$ cat config.mk
export PLATFORM = sky130hd
export DESIGN_NAME = thermal_throttle_control
export DESIGN_NICKNAME = d
export VERILOG_FILES = /design/src/core/thermal_throttle_pkg.sv /design/src/core/thermal_throttle_control.sv
export VERILOG_INCLUDE_DIRS = /design/src /design/src/core
export SDC_FILE = /design/constraint.sdc
export NUM_CORES = 1
export LEC_CHECK = 0
export ABC_AREA = 1
export ABC_CLOCK_PERIOD_IN_PS = 5300
export CORE_MARGIN = 5
export CORE_UTILIZATION = 45
export CTS_CLUSTER_DIAMETER = 100
export DETAILED_ROUTE_END_ITERATION = 6
export DONT_BUFFER_PORTS = 1
export GPL_TIMING_DRIVEN = 0
export PLACE_DENSITY_LB_ADDON = 0.3
export SLEW_MARGIN = 20
export SYNTH_ARGS = -nofsm -noshare
export SYNTH_HDL_FRONTEND = slang
export SYNTH_SLANG_ARGS = --single-unit
$ cat constraint.sdc
create_clock -name clock -period 5.3 [get_ports clock]
set_input_delay 0.53 -clock clock [delete_from_list [all_inputs] [get_ports clock]]
set_output_delay 0.53 -clock clock [all_outputs]
set_load 0.02 [all_outputs]
$ cat src/core/thermal_throttle_params.svh
/*
 Offsets, field positions, reset values and timing counts of the thermal throttle controller.
 Assumes a 250 MHz core clock and a 64-bit register port with byte offsets.
*/
`ifndef THERMAL_THROTTLE_PARAMS_SVH
`define THERMAL_THROTTLE_PARAMS_SVH

`define CLK_MHZ 250
// Register byte offsets
`define OFS_SW_THROTTLE 8'h00
`define OFS_THERM_CFG 8'h08
`define OFS_THERM_STAT 8'h10
// Software throttle control fields
`define SWT_EN_BIT 4
`define SWT_DUTY_HI 3
`define SWT_DUTY_LO 1
// Thermal config fields
`define CFG_CGM_EN_BIT 0
`define CFG_DVFS_EN_BIT 1
`define CFG_IRQ_RISE_BIT 2
`define CFG_IRQ_FALL_BIT 3
`define CFG_TOPMUL_LO 8
`define CFG_VNORM_LO 16
`define CFG_VLOW_LO 24
// Reset values
`define SWT_RST 64'h0000000000000000
`define CFG_RST 64'h0000000000000003
`define TOPMUL_RST 8'h0a
`define VNORM_RST 8'h20
`define VLOW_RST 8'h28
// Fixed hardware trip points, not visible to software
`define TRIP_TEMP 8'h64
`define CATA_TEMP 8'h7d
// Frequency/voltage operating point
`define LOW_RATIO 8'h06
`define DVFS_SUPPORTED 1'b1
// Factory clock gating duty and software default duty, in eighths on; modulation slot in cycles
`define TCC_ON_EIGHTHS 3'h3
`define SW_DUTY_DEFAULT 3'h4
`define MOD_SLOT_CYC 16'h0020
// Times in ns and their cycle counts
`define FREQ_CHANGE_NS 5000
`define FREQ_CHANGE_CYC ((`FREQ_CHANGE_NS * `CLK_MHZ) / 1000)
`define HYST_NS 10000
`define HYST_CYC ((`HYST_NS * `CLK_MHZ + 999) / 1000)
`define VID_STEP_NS 100
`define VID_STEP_CYC ((`VID_STEP_NS * `CLK_MHZ + 999) / 1000)
`define ESCALATE_NS 8000
`define ESCALATE_CYC ((`ESCALATE_NS * `CLK_MHZ + 999) / 1000)

`endif

$ cat src/core/thermal_throttle_pkg.sv
/*
 Types of the thermal throttle controller.
 Assumes the params header is included by the design file.
*/
package thermal_throttle_pkg;
	typedef enum logic [5:0] {
		ST_NORMAL = 6'b000001,
		ST_FREQ_DOWN = 6'b000010,
		ST_VOLT_DOWN = 6'b000100,
		ST_LOW = 6'b001000,
		ST_VOLT_UP = 6'b010000,
		ST_FREQ_UP = 6'b100000
	} dvfs_state_e;
	typedef logic [15:0] count_t;
endpackage

$ cat src/core/thermal_throttle_control.sv
/*
 Thermal throttle controller: clock gating monitor, frequency/voltage monitor, software forced
 modulation, hot flag, force input and overheat shutdown.
 Assumes a synchronous register port, a temperature code already synchronous to clock, and
 an asynchronous active-low force input.
*/
// Overview of operation
// - Both methods enabled: frequency/voltage first, clock gating added if still hot.
// - Clock gating enabled and at max temperature: gate core clocks on and off.
// - Trip threshold is a hardware constant; software cannot set or read it.
// - During gating, snooping continues; interrupts latch and serve in clock-on phases.
// - Factory fixed gating duty; period counted in core clocks so shortens with frequency.
// - Gating ends only once cool and the hysteresis timer has expired; clearing the clock gating enable here ends it at once.
// - Frequency/voltage throttling moves from top multiplier to the lowest bus ratio.
// - Frequency changes first, about 5 us, blocking bus and holding interrupts pending.
// - Then voltage code steps one table entry at a time while executing.
// - Exit: restore voltage code first, then normal frequency, after hysteresis.
// - Hot flag asserts at the trip point whatever the enables.
// - Optional interrupt on hot flag assertion or deassertion.
// - Software enable bit starts clock modulation at once, regardless of temperature.
// - Software duty is a three-bit field in eighths, 12.5 to 87.5 percent on.
// - Software modulation while the circuit is engaged uses the factory duty.
// - Force input starts frequency/voltage when both methods are enabled, else clock gating.
// - Force throttles all cores and holds while the input stays asserted.
// - Force input is synchronised into the core clock domain.
// - Hot flag never asserts from the force input alone.
// - Catastrophic temperature shuts down and asserts shutdown, no bus cycles.
`timescale 1ns/1ns
`include "thermal_throttle_params.svh"

module thermal_throttle_control
	import thermal_throttle_pkg::*;
(
	// Clock and reset
	input wire logic clock,
	input wire logic rst,
	// Register port
	input wire logic [7:0] reg_addr,
	input wire logic [63:0] reg_wdata,
	input wire logic reg_write,
	input wire logic reg_read,
	output logic [63:0] reg_rdata,
	// Temperature and platform pins
	input wire logic [7:0] die_temp,
	input wire logic force_power_cut_n,
	output logic die_hot_flag_n,
	output logic overheat_shutdown_n,
	output logic hot_irq,
	// Core side
	output logic core_clock_enable,
	output logic front_side_bus_block,
	output logic [7:0] core_ratio,
	output logic [7:0] voltage_select_code,
	input wire logic irq_request,
	output logic irq_service
);

	logic [63:0] swt_r, swt_nxt;
	logic [63:0] cfg_r, cfg_nxt;
	logic [63:0] rdata_r, rdata_nxt;
	logic force_meta_r, force_sync_r;
	logic hot_r, hot_irq_r, hot_irq_nxt;
	logic shutdown_r, shutdown_nxt;
	logic gate_active_r, gate_active_nxt;
	dvfs_state_e state_r, state_nxt;
	count_t seq_cnt_r, seq_cnt_nxt;
	count_t hyst_cnt_r, hyst_cnt_nxt;
	count_t esc_cnt_r, esc_cnt_nxt;
	count_t slot_cnt_r, slot_cnt_nxt;
	logic [2:0] eighth_r, eighth_nxt;
	logic [7:0] ratio_r, ratio_nxt;
	logic [7:0] vid_r, vid_nxt;
	logic clk_en_r, clk_en_nxt;
	logic block_r, block_nxt;
	logic irq_pend_r, irq_pend_nxt;
	logic irq_svc_r;

	// Register decode
	wire sel_swt = reg_addr == `OFS_SW_THROTTLE;
	wire sel_cfg = reg_addr == `OFS_THERM_CFG;
	wire sel_stat = reg_addr == `OFS_THERM_STAT;
	wire cgm_en = cfg_r[`CFG_CGM_EN_BIT];
	wire dvfs_en = cfg_r[`CFG_DVFS_EN_BIT];
	wire irq_rise_en = cfg_r[`CFG_IRQ_RISE_BIT];
	wire irq_fall_en = cfg_r[`CFG_IRQ_FALL_BIT];
	wire [7:0] top_mult = cfg_r[`CFG_TOPMUL_LO +: 8];
	wire [7:0] vid_norm = cfg_r[`CFG_VNORM_LO +: 8];
	wire [7:0] vid_low = cfg_r[`CFG_VLOW_LO +: 8];
	wire sw_en = swt_r[`SWT_EN_BIT];
	wire [2:0] sw_duty_raw = swt_r[`SWT_DUTY_HI:`SWT_DUTY_LO];

	// Only writable bits are kept; the rest read back as zero
	wire [63:0] swt_mask = 64'h000000000000001e;
	wire [63:0] cfg_mask = 64'h00000000ffffff0f;

	// Temperature compare against fixed trip points
	wire hot_now = die_temp >= `TRIP_TEMP;
	wire cata_now = die_temp >= `CATA_TEMP;
	wire force_on = !force_sync_r;
	wire trig = hot_now || force_on;

	// Throttle method choice
	wire force_dvfs = force_on && dvfs_en && cgm_en && `DVFS_SUPPORTED;
	wire hot_dvfs = hot_now && dvfs_en && `DVFS_SUPPORTED;
	wire use_dvfs = force_dvfs || hot_dvfs;
	wire hot_gate = hot_now && cgm_en && !hot_dvfs;
	wire force_gate = force_on && cgm_en && !force_dvfs;
	wire hyst_done = hyst_cnt_r >= 16'(`HYST_CYC);
	wire cool_done = !trig && hyst_done;
	// Gating is only added once the lower operating point has had time to work
	wire escalate = (state_r == ST_LOW) && hot_now && cgm_en &&
		(esc_cnt_r >= 16'(`ESCALATE_CYC));

	// Modulation phase and duty
	wire [2:0] sw_duty = (sw_duty_raw == 3'h0) ? `SW_DUTY_DEFAULT : sw_duty_raw;
	wire [2:0] duty = gate_active_r ? `TCC_ON_EIGHTHS : sw_duty;
	wire mod_active = gate_active_r || sw_en;
	wire phase_on = eighth_r < duty;
	wire slot_end = slot_cnt_r == (`MOD_SLOT_CYC - 16'h0001);
	wire freq_block = (state_r == ST_FREQ_DOWN) || (state_r == ST_FREQ_UP);

	// Interrupt service only while clocks run and the bus is free
	// Requests are not counted; several before one service collapse into one
	wire can_service = clk_en_r && !block_r;
	wire svc_now = irq_pend_r && can_service && !irq_svc_r;

	// Read mux
	// Unmapped offsets read as zero; writes to them are dropped
	wire [63:0] stat_word = {32'h00000000, vid_r, ratio_r, 2'h0, state_r,
		3'h0, block_r, clk_en_r, shutdown_r, gate_active_r, hot_r};
	wire [63:0] rd_word = sel_swt ? swt_r :
		sel_cfg ? cfg_r :
		sel_stat ? stat_word : 64'h0000000000000000;

	// Register writes and read data
	always_comb begin
		swt_nxt = swt_r;
		cfg_nxt = cfg_r;
		if (reg_write && sel_swt) begin
			swt_nxt = reg_wdata & swt_mask;
		end
		if (reg_write && sel_cfg) begin
			cfg_nxt = reg_wdata & cfg_mask;
		end
		rdata_nxt = reg_read ? rd_word : 64'h0000000000000000;
	end

	// Hot flag edge interrupt and shutdown latch
	// The edge detector resets to cool, but the rise enable resets clear, so a die already hot at reset gives no interrupt
	always_comb begin
		hot_irq_nxt = (hot_now && !hot_r && irq_rise_en) ||
			(!hot_now && hot_r && irq_fall_en);
		shutdown_nxt = shutdown_r || cata_now;
	end

	// Hysteresis and escalation timers
	// Force counts as a trigger, so hysteresis runs from the later of cool-down and release
	always_comb begin
		hyst_cnt_nxt = hyst_cnt_r;
		if (trig) begin
			hyst_cnt_nxt = 16'h0000;
		end else if (!hyst_done) begin
			hyst_cnt_nxt = hyst_cnt_r + 16'h0001;
		end
		esc_cnt_nxt = 16'h0000;
		if (state_r == ST_LOW && hot_now && esc_cnt_r < 16'(`ESCALATE_CYC)) begin
			esc_cnt_nxt = esc_cnt_r + 16'h0001;
		end else if (state_r == ST_LOW && hot_now) begin
			esc_cnt_nxt = esc_cnt_r;
		end
	end

	// Clock gating activity
	always_comb begin
		gate_active_nxt = gate_active_r;
		if (hot_gate || force_gate || escalate) begin
			gate_active_nxt = 1'b1;
		end else if (cool_done) begin
			gate_active_nxt = 1'b0;
		end
		if (!cgm_en) begin
			gate_active_nxt = 1'b0;
		end
	end

	// Modulation counters run in core clocks, so the period scales with frequency
	// Counters run free, so a new duty may shorten or stretch the current on phase once
	always_comb begin
		slot_cnt_nxt = slot_end ? 16'h0000 : slot_cnt_r + 16'h0001;
		eighth_nxt = slot_end ? eighth_r + 3'h1 : eighth_r;
	end

	// Frequency/voltage sequence
	always_comb begin
		state_nxt = state_r;
		seq_cnt_nxt = seq_cnt_r;
		ratio_nxt = ratio_r;
		vid_nxt = vid_r;
		case (state_r)
			ST_NORMAL: begin
				ratio_nxt = top_mult;
				seq_cnt_nxt = 16'h0000;
				// A reprogrammed normal code is reached one entry per step, never by a jump
				if (vid_r != vid_norm) begin
					seq_cnt_nxt = seq_cnt_r + 16'h0001;
					if (seq_cnt_r >= 16'(`VID_STEP_CYC) - 16'h0001) begin
						vid_nxt = (vid_r < vid_norm) ? vid_r + 8'h01 : vid_r - 8'h01;
						seq_cnt_nxt = 16'h0000;
					end
				end
				if (use_dvfs) begin
					state_nxt = ST_FREQ_DOWN;
					seq_cnt_nxt = 16'h0000;
					ratio_nxt = `LOW_RATIO;
				end
			end
			ST_FREQ_DOWN: begin
				seq_cnt_nxt = seq_cnt_r + 16'h0001;
				if (seq_cnt_r >= 16'(`FREQ_CHANGE_CYC) - 16'h0001) begin
					state_nxt = ST_VOLT_DOWN;
					seq_cnt_nxt = 16'h0000;
				end
			end
			ST_VOLT_DOWN: begin
				seq_cnt_nxt = seq_cnt_r + 16'h0001;
				if (vid_r == vid_low) begin
					state_nxt = ST_LOW;
					seq_cnt_nxt = 16'h0000;
				end else if (seq_cnt_r >= 16'(`VID_STEP_CYC) - 16'h0001) begin
					vid_nxt = (vid_r < vid_low) ? vid_r + 8'h01 : vid_r - 8'h01;
					seq_cnt_nxt = 16'h0000;
				end
			end
			ST_LOW: begin
				if (cool_done) begin
					state_nxt = ST_VOLT_UP;
					seq_cnt_nxt = 16'h0000;
				end
			end
			ST_VOLT_UP: begin
				seq_cnt_nxt = seq_cnt_r + 16'h0001;
				if (use_dvfs) begin
					state_nxt = ST_VOLT_DOWN;
					seq_cnt_nxt = 16'h0000;
				end else if (vid_r == vid_norm) begin
					state_nxt = ST_FREQ_UP;
					ratio_nxt = top_mult;
					seq_cnt_nxt = 16'h0000;
				end else if (seq_cnt_r >= 16'(`VID_STEP_CYC) - 16'h0001) begin
					vid_nxt = (vid_r < vid_norm) ? vid_r + 8'h01 : vid_r - 8'h01;
					seq_cnt_nxt = 16'h0000;
				end
			end
			ST_FREQ_UP: begin
				seq_cnt_nxt = seq_cnt_r + 16'h0001;
				if (seq_cnt_r >= 16'(`FREQ_CHANGE_CYC) - 16'h0001) begin
					state_nxt = ST_NORMAL;
					seq_cnt_nxt = 16'h0000;
				end
			end
			default: begin
				state_nxt = ST_NORMAL;
				seq_cnt_nxt = 16'h0000;
			end
		endcase
		if (!dvfs_en && state_r == ST_NORMAL) begin
			state_nxt = ST_NORMAL;
			ratio_nxt = top_mult;
		end
		// After shutdown the operating point freezes, so the regulator sees no further codes
		if (shutdown_nxt) begin
			state_nxt = state_r;
			seq_cnt_nxt = seq_cnt_r;
			ratio_nxt = ratio_r;
			vid_nxt = vid_r;
		end
	end

	// Core clock, bus block and interrupt holding
	// Clocks stop during a frequency change so the cores never run on a moving clock
	always_comb begin
		clk_en_nxt = !shutdown_nxt && !freq_block && (!mod_active || phase_on);
		block_nxt = freq_block || shutdown_nxt;
		// A request arriving as the pending one is served stays pending
		irq_pend_nxt = irq_request || (irq_pend_r && !svc_now);
	end

	// Force input synchroniser; the first stage feeds only the second
	always_ff @(posedge clock) begin
		if (rst) begin
			force_meta_r <= 1'b1;
			force_sync_r <= 1'b1;
		end else begin
			force_meta_r <= force_power_cut_n;
			force_sync_r <= force_meta_r;
		end
	end

	always_ff @(posedge clock) begin
		if (rst) begin
			swt_r <= `SWT_RST;
			cfg_r <= `CFG_RST | {32'h00000000, `VLOW_RST, `VNORM_RST, `TOPMUL_RST, 8'h00};
			rdata_r <= 64'h0000000000000000;
		end else begin
			swt_r <= swt_nxt;
			cfg_r <= cfg_nxt;
			rdata_r <= rdata_nxt;
		end
	end

	always_ff @(posedge clock) begin
		if (rst) begin
			hot_r <= 1'b0;
			hot_irq_r <= 1'b0;
			shutdown_r <= 1'b0;
			gate_active_r <= 1'b0;
		end else begin
			hot_r <= hot_now;
			hot_irq_r <= hot_irq_nxt;
			shutdown_r <= shutdown_nxt;
			gate_active_r <= gate_active_nxt;
		end
	end

	always_ff @(posedge clock) begin
		if (rst) begin
			hyst_cnt_r <= 16'h0000;
			esc_cnt_r <= 16'h0000;
			slot_cnt_r <= 16'h0000;
			eighth_r <= 3'h0;
		end else begin
			hyst_cnt_r <= hyst_cnt_nxt;
			esc_cnt_r <= esc_cnt_nxt;
			slot_cnt_r <= slot_cnt_nxt;
			eighth_r <= eighth_nxt;
		end
	end

	always_ff @(posedge clock) begin
		if (rst) begin
			state_r <= ST_NORMAL;
			seq_cnt_r <= 16'h0000;
			ratio_r <= `TOPMUL_RST;
			vid_r <= `VNORM_RST;
		end else begin
			state_r <= state_nxt;
			seq_cnt_r <= seq_cnt_nxt;
			ratio_r <= ratio_nxt;
			vid_r <= vid_nxt;
		end
	end

	always_ff @(posedge clock) begin
		if (rst) begin
			clk_en_r <= 1'b1;
			block_r <= 1'b0;
			irq_pend_r <= 1'b0;
			irq_svc_r <= 1'b0;
		end else begin
			clk_en_r <= clk_en_nxt;
			block_r <= block_nxt;
			irq_pend_r <= irq_pend_nxt;
			irq_svc_r <= svc_now;
		end
	end

	// Outputs, all from flip-flops
	assign reg_rdata = rdata_r;
	assign die_hot_flag_n = !hot_r;
	assign overheat_shutdown_n = !shutdown_r;
	assign hot_irq = hot_irq_r;
	assign core_clock_enable = clk_en_r;
	assign front_side_bus_block = block_r;
	assign core_ratio = ratio_r;
	assign voltage_select_code = vid_r;
	assign irq_service = irq_svc_r;

endmodule

==> results.cfg, run 1 <==
[clock_network]
cts_resized = 0
clk_latency_ns = 0.43
clkSinkCount = 160
cts.path.max_buffers = 2
h-tree-depth = 4
cts_made_buffers = 17
cts_root_buf = clkbuf_16
cts_tree = done
postCtsSetupBuffers = 0
cts_hold_buffers = 0
clkTransAtPathRegs_ns = 0.07

[grt]
grt_pass1_vias = 6365
grt-ovfl-total = 0
grt_pass1_wl_um = 31970
globalRouteTotalUtil_pct = 19.76
grt_start_max_net_pins = 18
antenna_found_initial = 0

[drt]
routed_wl_um = 19890
drt_iter0_drc = 457
wl_per_cell_um = 14.32
first_pass_iters = 5
final_antenna_net_count = 0
via_per_inst = 5.040
route.detailed.drc = 0
vias = 7000

[placement]
dpl_cell_area_um2 = 8284
portBuffers = 0
place_hpwl_um = 14840
routabilityCongestion = 0.8746

[worst_setup_path]
cp_common_cell = nand2_1
crit_family = simple AND/OR/NAND/NOR gates
endpoint_kind = flip-flop
crit_path_top_delay_cell = dfxtp_1
worstSetupPathType = flip-flop to flip-flop
slowest_delay_ns = 0.52
cp-start-kind = flip-flop
cp_cell_sequence = inv_1 > ha_1 > nand2_1 > nor2_1 > nand2_1 > nor2_1 > nor2_1 > nand2_1 > nor2_4 > inv_2 > nand2_1 > nand3_1
critPathArrivalTime_ns = 2.57
cp_num_buf_inv = 2
cp_max_fo = 10
crit_required_ns = 5.58

[floorplan]
coreArea_um2 = 17240
die_area_um2 = 20250
start_util_pct = 45.69
num_rows = 48
die_h_um = 142.3
die_width_um = 142.3
io_pins = 172

[sta]
hold_viol = 0
skew_ns = 0.007437
setup_viol = 0
relSlewSlack_pct = 50.16
worst_slew_pin_slew_ns = 0.7476
tns_ns = 0
rsz0062_at_grt = false
finalCritPeriodShare_pct = 43.12
fmax_mhz = 437.6
layout_min_cycle_time_ns = 2.285
maxSlewViolCount = 0

[pwr]
vdd_ir_drop_max_mv = 0.3858
p_leak_nw = 3.726
power_density_nw_per_um2 = 303.5

[synthesis]
synth_cell_types = 45
syn-cell-area_um2 = 7875
yosysSeqAreaShare_pct = 40.67
synth_top_area_cell = dfxtp_1
yosys_most_used_dff = dfxtp_1
synth_warnings = 0
yosysTopAreaCellShare_pct = 40.67
synth_edf_count = 0
syn_inst = 1098
ys_top_cells_by_area = dfxtp_1 41%, nand2_1 10%, nor2_1 6.5%
synth.ff_latch_count = 160
avgSynthCellArea_um2 = 7.172
synthArstFlopShare_pct = 0

[status]
outcome = completed

[finish]
final_common_cell = nand2_1
n_fill_cell = 1667
final_cell_mix = 220 x nand2_1, 160 x dfxtp_1, 137 x nor2_1
antenna_cells = 0
syn_to_final_growth_pct = 13.01
finalNetCount = 1267
stdcell_area_um2 = 8900
layout-drive-gt1-share_pct = 10.82
multiInputGateArea_um2 = 3857
seq_area_um2 = 3203

[min_path]
hold_path_class = primary input to flip-flop

[flow_run]
drv_cap = 0
-- metrics by stage --
step                hold slack (ns)  worst slack (ns)  total power, mW  std cells  util [%]
finish                       0.2024             3.015            2.701       1389     51.63
global route                 0.1816             2.769            2.801       1389     51.63
CTS                          0.1878             2.997            2.722       1389     51.63
detailed placement           0.4005             2.850            1.453       1357     48.06
global placement             0.4032             2.803            1.451       1357     48.06
floorplan                    0.3895             3.452            1.415       1132         -
-- worst paths after layout --
| check | startpoint | to | slack (ns) | cells after the start |
|---|---|---|---|---|
| hold reg to reg | force_meta_r | force_sync_r | 0.42 | 1 |
| setup reg to reg | voltage_select_code[0] | voltage_select_code[5] | 3.01 | 12 |
| hold / removal | force_power_cut_n | force_meta_r | 0.20 | 1 |
| setup / recovery | voltage_select_code[0] | voltage_select_code[5] | 3.01 | 12 |
-- registers in the layout, indices dropped and copies added (netlist names), 6 cells and up --
| signal | cells |
|---|---|
| state_r | 6 |
| esc_cnt_r | 16 |
| cfg_r | 28 |
| seq_cnt_r | 16 |
| voltage_select_code | 8 |
| reg_rdata | 29 |
| slot_cnt_r | 16 |
| hyst_cnt_r | 16 |
| core_ratio | 8 |
-- worst reg2reg max path, cell delays in order, from the launching register on --
cell     delay [ns]
dfxtp_1        0.52
inv_1          0.22
ha_1           0.34
nand2_1        0.07
nor2_1         0.06
nand2_1        0.10
nor2_1         0.06
nor2_1         0.09
nand2_1        0.09
nor2_4         0.29
inv_2          0.15
nand2_1        0.09
nand3_1        0.08
-- final cells by class --
type                       count  share of cell area [%]
clock buffer                  17                   4.780
multi-input combinational    763                   43.34
tap                          225                   3.163
inverter                     149                   6.284
buffer                        60                   4.302
sequential                   160                   35.99
clock inverter                15                   2.137
-- kinds of logic after synthesis --
kind of cell | synth area share, %
AND/OR/NAND/NOR | 28.71
buffers and inverters | 11.96
AO/OA/AOI/OAI | 11.95
flip-flops | 40.67
adder cells (fa/ha/maj) | 4.766
XOR/XNOR | 1.891
other | 0.04762
-- routing by layer --
layer / wire (um) / global-route usage, % / vias up
met5: 0 / 0 / -
met4: 336 / 5.703 / 0
met3: 1416 / 5.477 / 28
met2: 9092 / 31.06 / 209
met1: 9047 / 26.73 / 3166
li1: - / - / 3597
-- power by group --
| part | switching [mW] | internal, mW | leakage, nW | total (mW) |
|---|---|---|---|---|
| Clock | 0.551 | 0.720 | 0.300 | 1.27 |
| Combinational | 0.130 | 0.0592 | 2.13 | 0.189 |
| Sequential | 0.0211 | 1.22 | 1.29 | 1.24 |
-- synthesized netlist by cell type (2+ instances only) --
cell type  count
nor3b_1        3
nor3_2         2
dfxtp_1      160
inv_1        134
nor2_2         6
nor3_1        25
inv_2         14
ha_1          30
o32ai_1        5
or2_2          4
nand4_1       14
nand3_2        5
clkbuf_1       9
buf_2         12
a21o_1         2
a31oi_1        6
xor2_1        14
o31ai_1        2
nand3_1       75
buf_1          2
nor2_1       137
o21ai_0       56
a211oi_1       2
nor4_1         3
buf_4         36
nor2_4         3
nand2_4        3
nand2_2        4
o211ai_1       9
nand2_1      220
a21oi_1       74
o22ai_1       12
xnor2_1        3
Note: power is estimated with default switching activity, not from simulation.
==> inputs of run 2 (changes only) <==
--- a/config.mk
+++ b/config.mk
@@ -6,8 +6,8 @@
 export SDC_FILE = /design/constraint.sdc
 export NUM_CORES = 1
 export LEC_CHECK = 0
-export ABC_AREA = 1
-export ABC_CLOCK_PERIOD_IN_PS = 5300
+export ABC_AREA = 0
+export ABC_CLOCK_PERIOD_IN_PS = 1900
 export CORE_MARGIN = 5
 export CORE_UTILIZATION = 45
 export CTS_CLUSTER_DIAMETER = 100
==> constraint.sdc (replaced) <==
create_clock -name clock -period 1.9 [get_ports clock]
set_input_delay 0.19 -clock clock [delete_from_list [all_inputs] [get_ports clock]]
set_output_delay 0.19 -clock clock [all_outputs]
set_load 0.02 [all_outputs]
==> run 2 against run 1 <==
Compared with the run above: the flow now finishes with violations (setup timing); area after synthesis is 5.4% lower; non-clock buffer count is 81 higher; cell area is 9.5% higher; clock-buffer cell count is 3 higher; synthesized cell count is 23% lower; clock skew is 0.0029 ns higher; sequential power grew to 2.8 times the previous value; sequential cell count stayed put; critical path type unchanged; largest cell class unchanged; highest routed layer unchanged.
==> results.cfg, run 2 <==
[synthesis]
synthArstFlopShare_pct = 0
ys_top_cells_by_area = dfxtp_1 43%, ha_1 5.0%, nand2_1 4.3%
synth_edf_count = 0
avgSynthCellArea_um2 = 8.822
yosysMostFrequentCell = dfxtp_1
synth_warnings = 0
synth_top_area_cell = dfxtp_1
synth_cell_types = 73
syn_inst = 844
yosys_most_used_dff = dfxtp_1
syn-cell-area_um2 = 7446
yosysSeqAreaShare_pct = 43.02
synthTopCellsByCount = 160 x dfxtp_1, 86 x nand2_1, 86 x nor2_1
synth.ff_latch_count = 160
yosysTopAreaCellShare_pct = 43.02

[min_path]
hold_path_class = primary input to flip-flop
hold_depth = 3
hold_start = die_temp[7]
hold_end = shutdown_r

[pwr]
power_density_nw_per_um2 = 717.8
p_leak_nw = 3.820
power_mw = 6.993
vdd_ir_drop_max_mv = 0.6682

[floorplan]
die_area_um2 = 19220
io_pins = 172
die_h_um = 138.6
die_width_um = 138.6
num_rows = 47
start_util_pct = 45.38
coreArea_um2 = 16410

[clock_network]
h-tree-depth = 4
clk_latency_ns = 0.43
cts.path.max_buffers = 2
clkSinkCount = 160
clkTransAtPathRegs_ns = 0.07
cts_root_buf = clkbuf_16
cts_tree = done
cts_made_buffers = 17

[placement]
place_hpwl_um = 13560
portBuffers = 0
dp_cells = 1098
routabilityCongestion = 0.8659
pre_cts_ws_ns = -0.6330

[flow_run]
drv_cap = 0

[worst_setup_path]
cp_max_fo = 10
critPathArrivalTime_ns = 2.83
slowest_delay_ns = 0.43
crit_path_top_delay_cell = a2111o_1
crit_path_start = voltage_select_code[1]
endpoint_kind = flip-flop
cp_cell_sequence = ha_1 > nor2b_1 > o21ai_1 > a21boi_1 > or4_1 > buf_6 > a2111o_1 > and3b_1 > nor3_2
reg2reg_slack_ns = -0.58
rr_endpoint = voltage_select_code[6]
reg2reg_depth = 9
crit_family = simple AND/OR/NAND/NOR gates
worstSetupPathType = flip-flop to flip-flop
crit_required_ns = 2.25
r2r-start = voltage_select_code[1]
cp-start-kind = flip-flop
cp_num_buf_inv = 1

[sta]
hold_viol = 0
rsz0062_at_grt = true
finalCritPeriodShare_pct = 130.7
fmax_mhz = 402.8
setup_viol = 43
worst_slew_pin_slew_ns = 0.8092
holdWs_ns = 0.02864
layout_min_cycle_time_ns = 2.482
setup_slack_ns = -0.5825
skew_ns = 0.01036
maxSlewViolCount = 0
relSlewSlack_pct = 46.05

[finish]
final_core_util_pct = 59.38
largest_reg_flops = 29
antenna_cells = 0
seq_area_um2 = 3244
final_cell_mix = 143 x dfxtp_1, 86 x nand2_1, 82 x nor2_1
multiInputGateArea_um2 = 4392
syn_to_final_growth_pct = 30.84
layout-drive-gt1-share_pct = 25.18
final_common_cell = dfxtp_1
stdcell_count = 1197
finalNetCount = 1083
n_fill_cell = 1405

[status]
violations = setup timing
outcome = complete, but fails checks

[grt]
grt_pass1_vias = 6022
grt_pass1_wl_um = 30820
grt-ovfl-total = 0
grt_start_max_net_pins = 17
globalRouteTotalUtil_pct = 19.50
antenna_found_initial = 0

[drt]
routed_wl_um = 20010
wl_per_cell_um = 16.72
first_pass_iters = 4
final_antenna_net_count = 0
drt_iter0_drc = 321
vias = 6444
route.detailed.drc = 0
via_per_inst = 5.383
run 2: timing repair:
item | CTS | global route
hold buffers | 32 | 0
setup endpoints to repair | 45 | 95
cloned | 1 | 0
buffers inserted | 29 | 14
endpoints found under the hold margin | 35 | 0
resized for setup | 70 | 63
pin swaps | 27 | 27
run 2: per-stage QoR:
| stage | setup TNS [ns] | instance area (um2) |
|---|---|---|
| floorplan | -5.452 | 7740 |
| global placement | -29.06 | 8015 |
| detailed placement | -30.82 | 8015 |
| CTS | -11.79 | 9394 |
| global route | -17.12 | 9742 |
| finish | -12.56 | 9742 |
run 2: worst register-to-register path: stages (launching register included):
cell	delay, ns
dfxtp_4	0.41
ha_1	0.33
nor2b_1	0.13
o21ai_1	0.12
a21boi_1	0.09
or4_1	0.42
buf_6	0.16
a2111o_1	0.43
and3b_1	0.18
nor3_2	0.13
run 2: per-layer routing:
| layer | GRT usage, % | wire length (um) | vias to the layer above |
|---|---|---|---|
| met5 | 0 | 0 | - |
| met4 | 5.922 | 321 | 0 |
| met3 | 4.828 | 1335 | 28 |
| met2 | 31.94 | 9464 | 207 |
| met1 | 25.57 | 8892 | 3065 |
| li1 | - | - | 3144 |
run 2: kinds of logic after synthesis:
logic type      Yosys count  synth area share [%]
simple gates            345                 23.64
flops                   160                 43.02
compound gates          151                 14.57
buf+inv                 107                 7.511
xor+xnor                 36                 4.235
fa+ha+maj                30                 5.041
mux                      14                 1.932
other cells               1               0.05036
run 2: worst max path at each step:
| stage | endpoint | cells past startpoint |
|---|---|---|
| 2_1_floorplan | voltage_select_code[6] | 9 |
| 3_3_place_gp | voltage_select_code[6] | 9 |
| 3_5_place_dp | voltage_select_code[6] | 9 |
| 4_1_cts | voltage_select_code[6] | 9 |
| 5_1_grt | voltage_select_code[7] | 9 |
| 6_report | voltage_select_code[6] | 9 |
run 2: layout make-up:
cell class	count	share of cell area, %
plain buffers	69	4.572
clock buffers	20	4.585
repair buffers	72	7.424
well taps	220	2.826
clock inverters	9	0.6679
inverters	36	1.541
multi-input cells	611	45.08
flip-flops and latches	160	33.30
run 2: where the power goes:
part / switching, mW / leakage [nW] / internal (mW)
combinational: 0.311 / 2.27 / 0.238
sequential: 0.0386 / 1.30 / 3.37
clock: 1.35 / 0.244 / 1.68
total: 1.70 / 3.82 / 5.29
==> inputs of run 3 (changes only) <==
--- a/config.mk
+++ b/config.mk
@@ -11,9 +11,9 @@
 export CORE_MARGIN = 5
 export CORE_UTILIZATION = 45
 export CTS_CLUSTER_DIAMETER = 100
+export CTS_CLUSTER_SIZE = 14
 export DETAILED_ROUTE_END_ITERATION = 6
 export DONT_BUFFER_PORTS = 1
-export GPL_TIMING_DRIVEN = 0
 export PLACE_DENSITY_LB_ADDON = 0.3
 export SLEW_MARGIN = 20
 export SYNTH_ARGS = -nofsm -noshare
==> run 3 against run 2 <==
Compared with the run above: the run ends with hold timing, setup timing left; sequential cell count is the same; clock skew is essentially flat; combinational power shrank 20%; first-iteration DRC count grew 13%; register-to-register slack gained 0.16 ns; highest routed layer unchanged; global-route usage grew 0.11 points; total power shrank 0.20%; sequential share of layout area shrank 1.4 points; final cell count grew 3.0%.
==> results.cfg, run 3 (synthesis gave the netlist of run 2 again) <==
[drt]
drt_iter0_drc = 363
final_antenna_net_count = 0
wl_per_cell_um = 16.55
route.detailed.drc = 0
vias = 6494
first_pass_iters = 7
via_per_inst = 5.267
routed_wl_um = 20410

[clock_network]
cts_root_buf = clkbuf_16
h-tree-depth = 4
clkTransAtPathRegs_ns = 0.07
cts_tree = done
cts_made_buffers = 17
clkSinkCount = 160
cts.path.max_buffers = 2
cts_hold_buffers = 45
clk_latency_ns = 0.43

[finish]
multiInputGateArea_um2 = 4338
final_common_cell = dfxtp_1
seq_area_um2 = 3236
antenna_cells = 0
final_cell_mix = 142 x dfxtp_1, 110 x buf_4, 84 x nor2_1
finalNetCount = 1116
layout-drive-gt1-share_pct = 29.81
n_fill_cell = 1321
largest_reg_flops = 29
syn_to_final_growth_pct = 36.31

[placement]
portBuffers = 0
routabilityCongestion = 0.8867
place_hpwl_um = 13290

[worst_setup_path]
crit_required_ns = 2.22
worstSetupPathType = flip-flop to flip-flop
crit_path_top_delay_cell = a2111o_1
cp-start-kind = flip-flop
cp_max_fo = 8
endpoint_kind = flip-flop
slowest_delay_ns = 0.44
cp_cell_sequence = inv_2 > ha_4 > nor4_4 > nand2_1 > a211o_1 > a2111o_1 > buf_6 > nand3_4 > buf_6 > a311oi_2 > a211o_1
critPathArrivalTime_ns = 2.64

[floorplan]
coreArea_um2 = 16410
die_area_um2 = 19220
num_rows = 47
io_pins = 172
die_h_um = 138.6
start_util_pct = 45.38
die_width_um = 138.6

[pwr]
swShare_pct = 24.90
vdd_ir_drop_max_mv = 0.6228
combPwrFrac_pct = 6.3
power_mw = 6.979
p_leak_nw = 4.325
power_density_nw_per_um2 = 687.6
internal_power_mw = 5.242
clkPwrFrac_pct = 44.7
p_switching_mw = 1.737
seqPwrFrac_pct = 48.9

[sta]
skew_ns = 0.01033
maxSlewViolCount = 0
hold_viol = 27
setup_viol = 41
tns_ns = -11.64
fmax_mhz = 431.4
rsz0062_at_grt = true
finalCritPeriodShare_pct = 122.0
holdWs_ns = -0.1708
layout_min_cycle_time_ns = 2.318
setup_slack_ns = -0.4181

[flow_run]
drv_cap = 0

[grt]
grt_pass1_wl_um = 31140
grt_pass1_vias = 6247
antenna_found_initial = 0
grt-ovfl-total = 0
grt_start_max_net_pins = 68
globalRouteTotalUtil_pct = 19.61

[status]
outcome = complete, but fails checks
violations = hold timing, setup timing

[min_path]
hold_path_class = primary input to flip-flop
## run 3: cell count changes in the layout (fill, tap and decap cells not counted), moves of 5 or more
cell	previous run	this run
dlygate4sd3_1	32	26
dlymetal6s4s_1	0	12
clkbuf_2	11	0
buf_1	5	0
dfxtp_2	9	14
clkbuf_1	13	0
buf_4	54	110
## run 3: per-layer routing
layer / vias up / global-route usage (%) / wire (um)
li1: 3191 / - / -
met1: 3075 / 25.04 / 8884
met2: 200 / 32.50 / 9863
met3: 28 / 5.241 / 1324
met4: 0 / 6.231 / 337
met5: - / 0 / 0
## run 3: worst max-delay path: cells and delay by family (launching register included)
family	cells	cell delay (ns)
AO/OA/AOI/OAI	4	0.99
AND/OR/NAND/NOR	3	0.43
flip-flops	1	0.33
buffers and inverters	3	0.32
adder cells (fa/ha/maj)	1	0.15
## run 3: worst paths after layout
kind	startpoint	endpoint	slack (ns)	depth (start not counted)
worst min register to register	esc_cnt_r[15]	esc_cnt_r[15]	0.46	1
worst min-delay path	rst	voltage_select_code[6]	-0.17	1
worst max register to register	seq_cnt_r[1]	state_r[0]	-0.42	11
worst max-delay path	seq_cnt_r[1]	state_r[0]	-0.42	11
## run 3: final cells by class
cell class / count / area share, %
well taps: 220 / 2.712
inverters: 36 / 1.381
repair buffers: 173 / 16.01
multi-input cells: 612 / 42.74
clock buffers: 17 / 4.191
clock inverters: 15 / 1.085
flip-flops and latches: 160 / 31.88
## run 3: power groups by stage
stage | logic (mW) | registers [mW] | clock network, mW
global placement | 0.360 | 3.49 | 0
global route | 0.473 | 3.42 | 3.31
finish | 0.441 | 3.42 | 3.12
floorplan | 0.327 | 3.48 | 0
CTS | 0.422 | 3.41 | 3.17
detailed placement | 0.363 | 3.49 | 0
## run 3: timing repair
item | in CTS | in global routing
setup buffers | 7 | 6
pin swaps | 25 | 22
hold endpoints to repair | 67 | 28
setup endpoints to repair | 42 | 61
gates cloned | 1 | 4
gates resized for setup | 63 | 56
## run 3: stage by stage
| step | utilization (%) | hold slack (ns) | instance area (um2) | setup slack [ns] | cells |
|---|---|---|---|---|---|
| 2_1_floorplan | - | 0.2938 | 7740 | -0.4548 | 878 |
| 3_3_place_gp | 52.00 | 0.2661 | 8532 | -0.5176 | 1146 |
| 4_1_cts | 60.11 | -0.1898 | 9862 | -0.4087 | 1231 |
| 5_1_grt | 61.86 | -0.1840 | 10150 | -0.5244 | 1233 |
| 3_5_place_dp | 52.00 | 0.2692 | 8532 | -0.5295 | 1146 |
| 6_report | 61.86 | -0.1708 | 10150 | -0.4181 | 1233 |
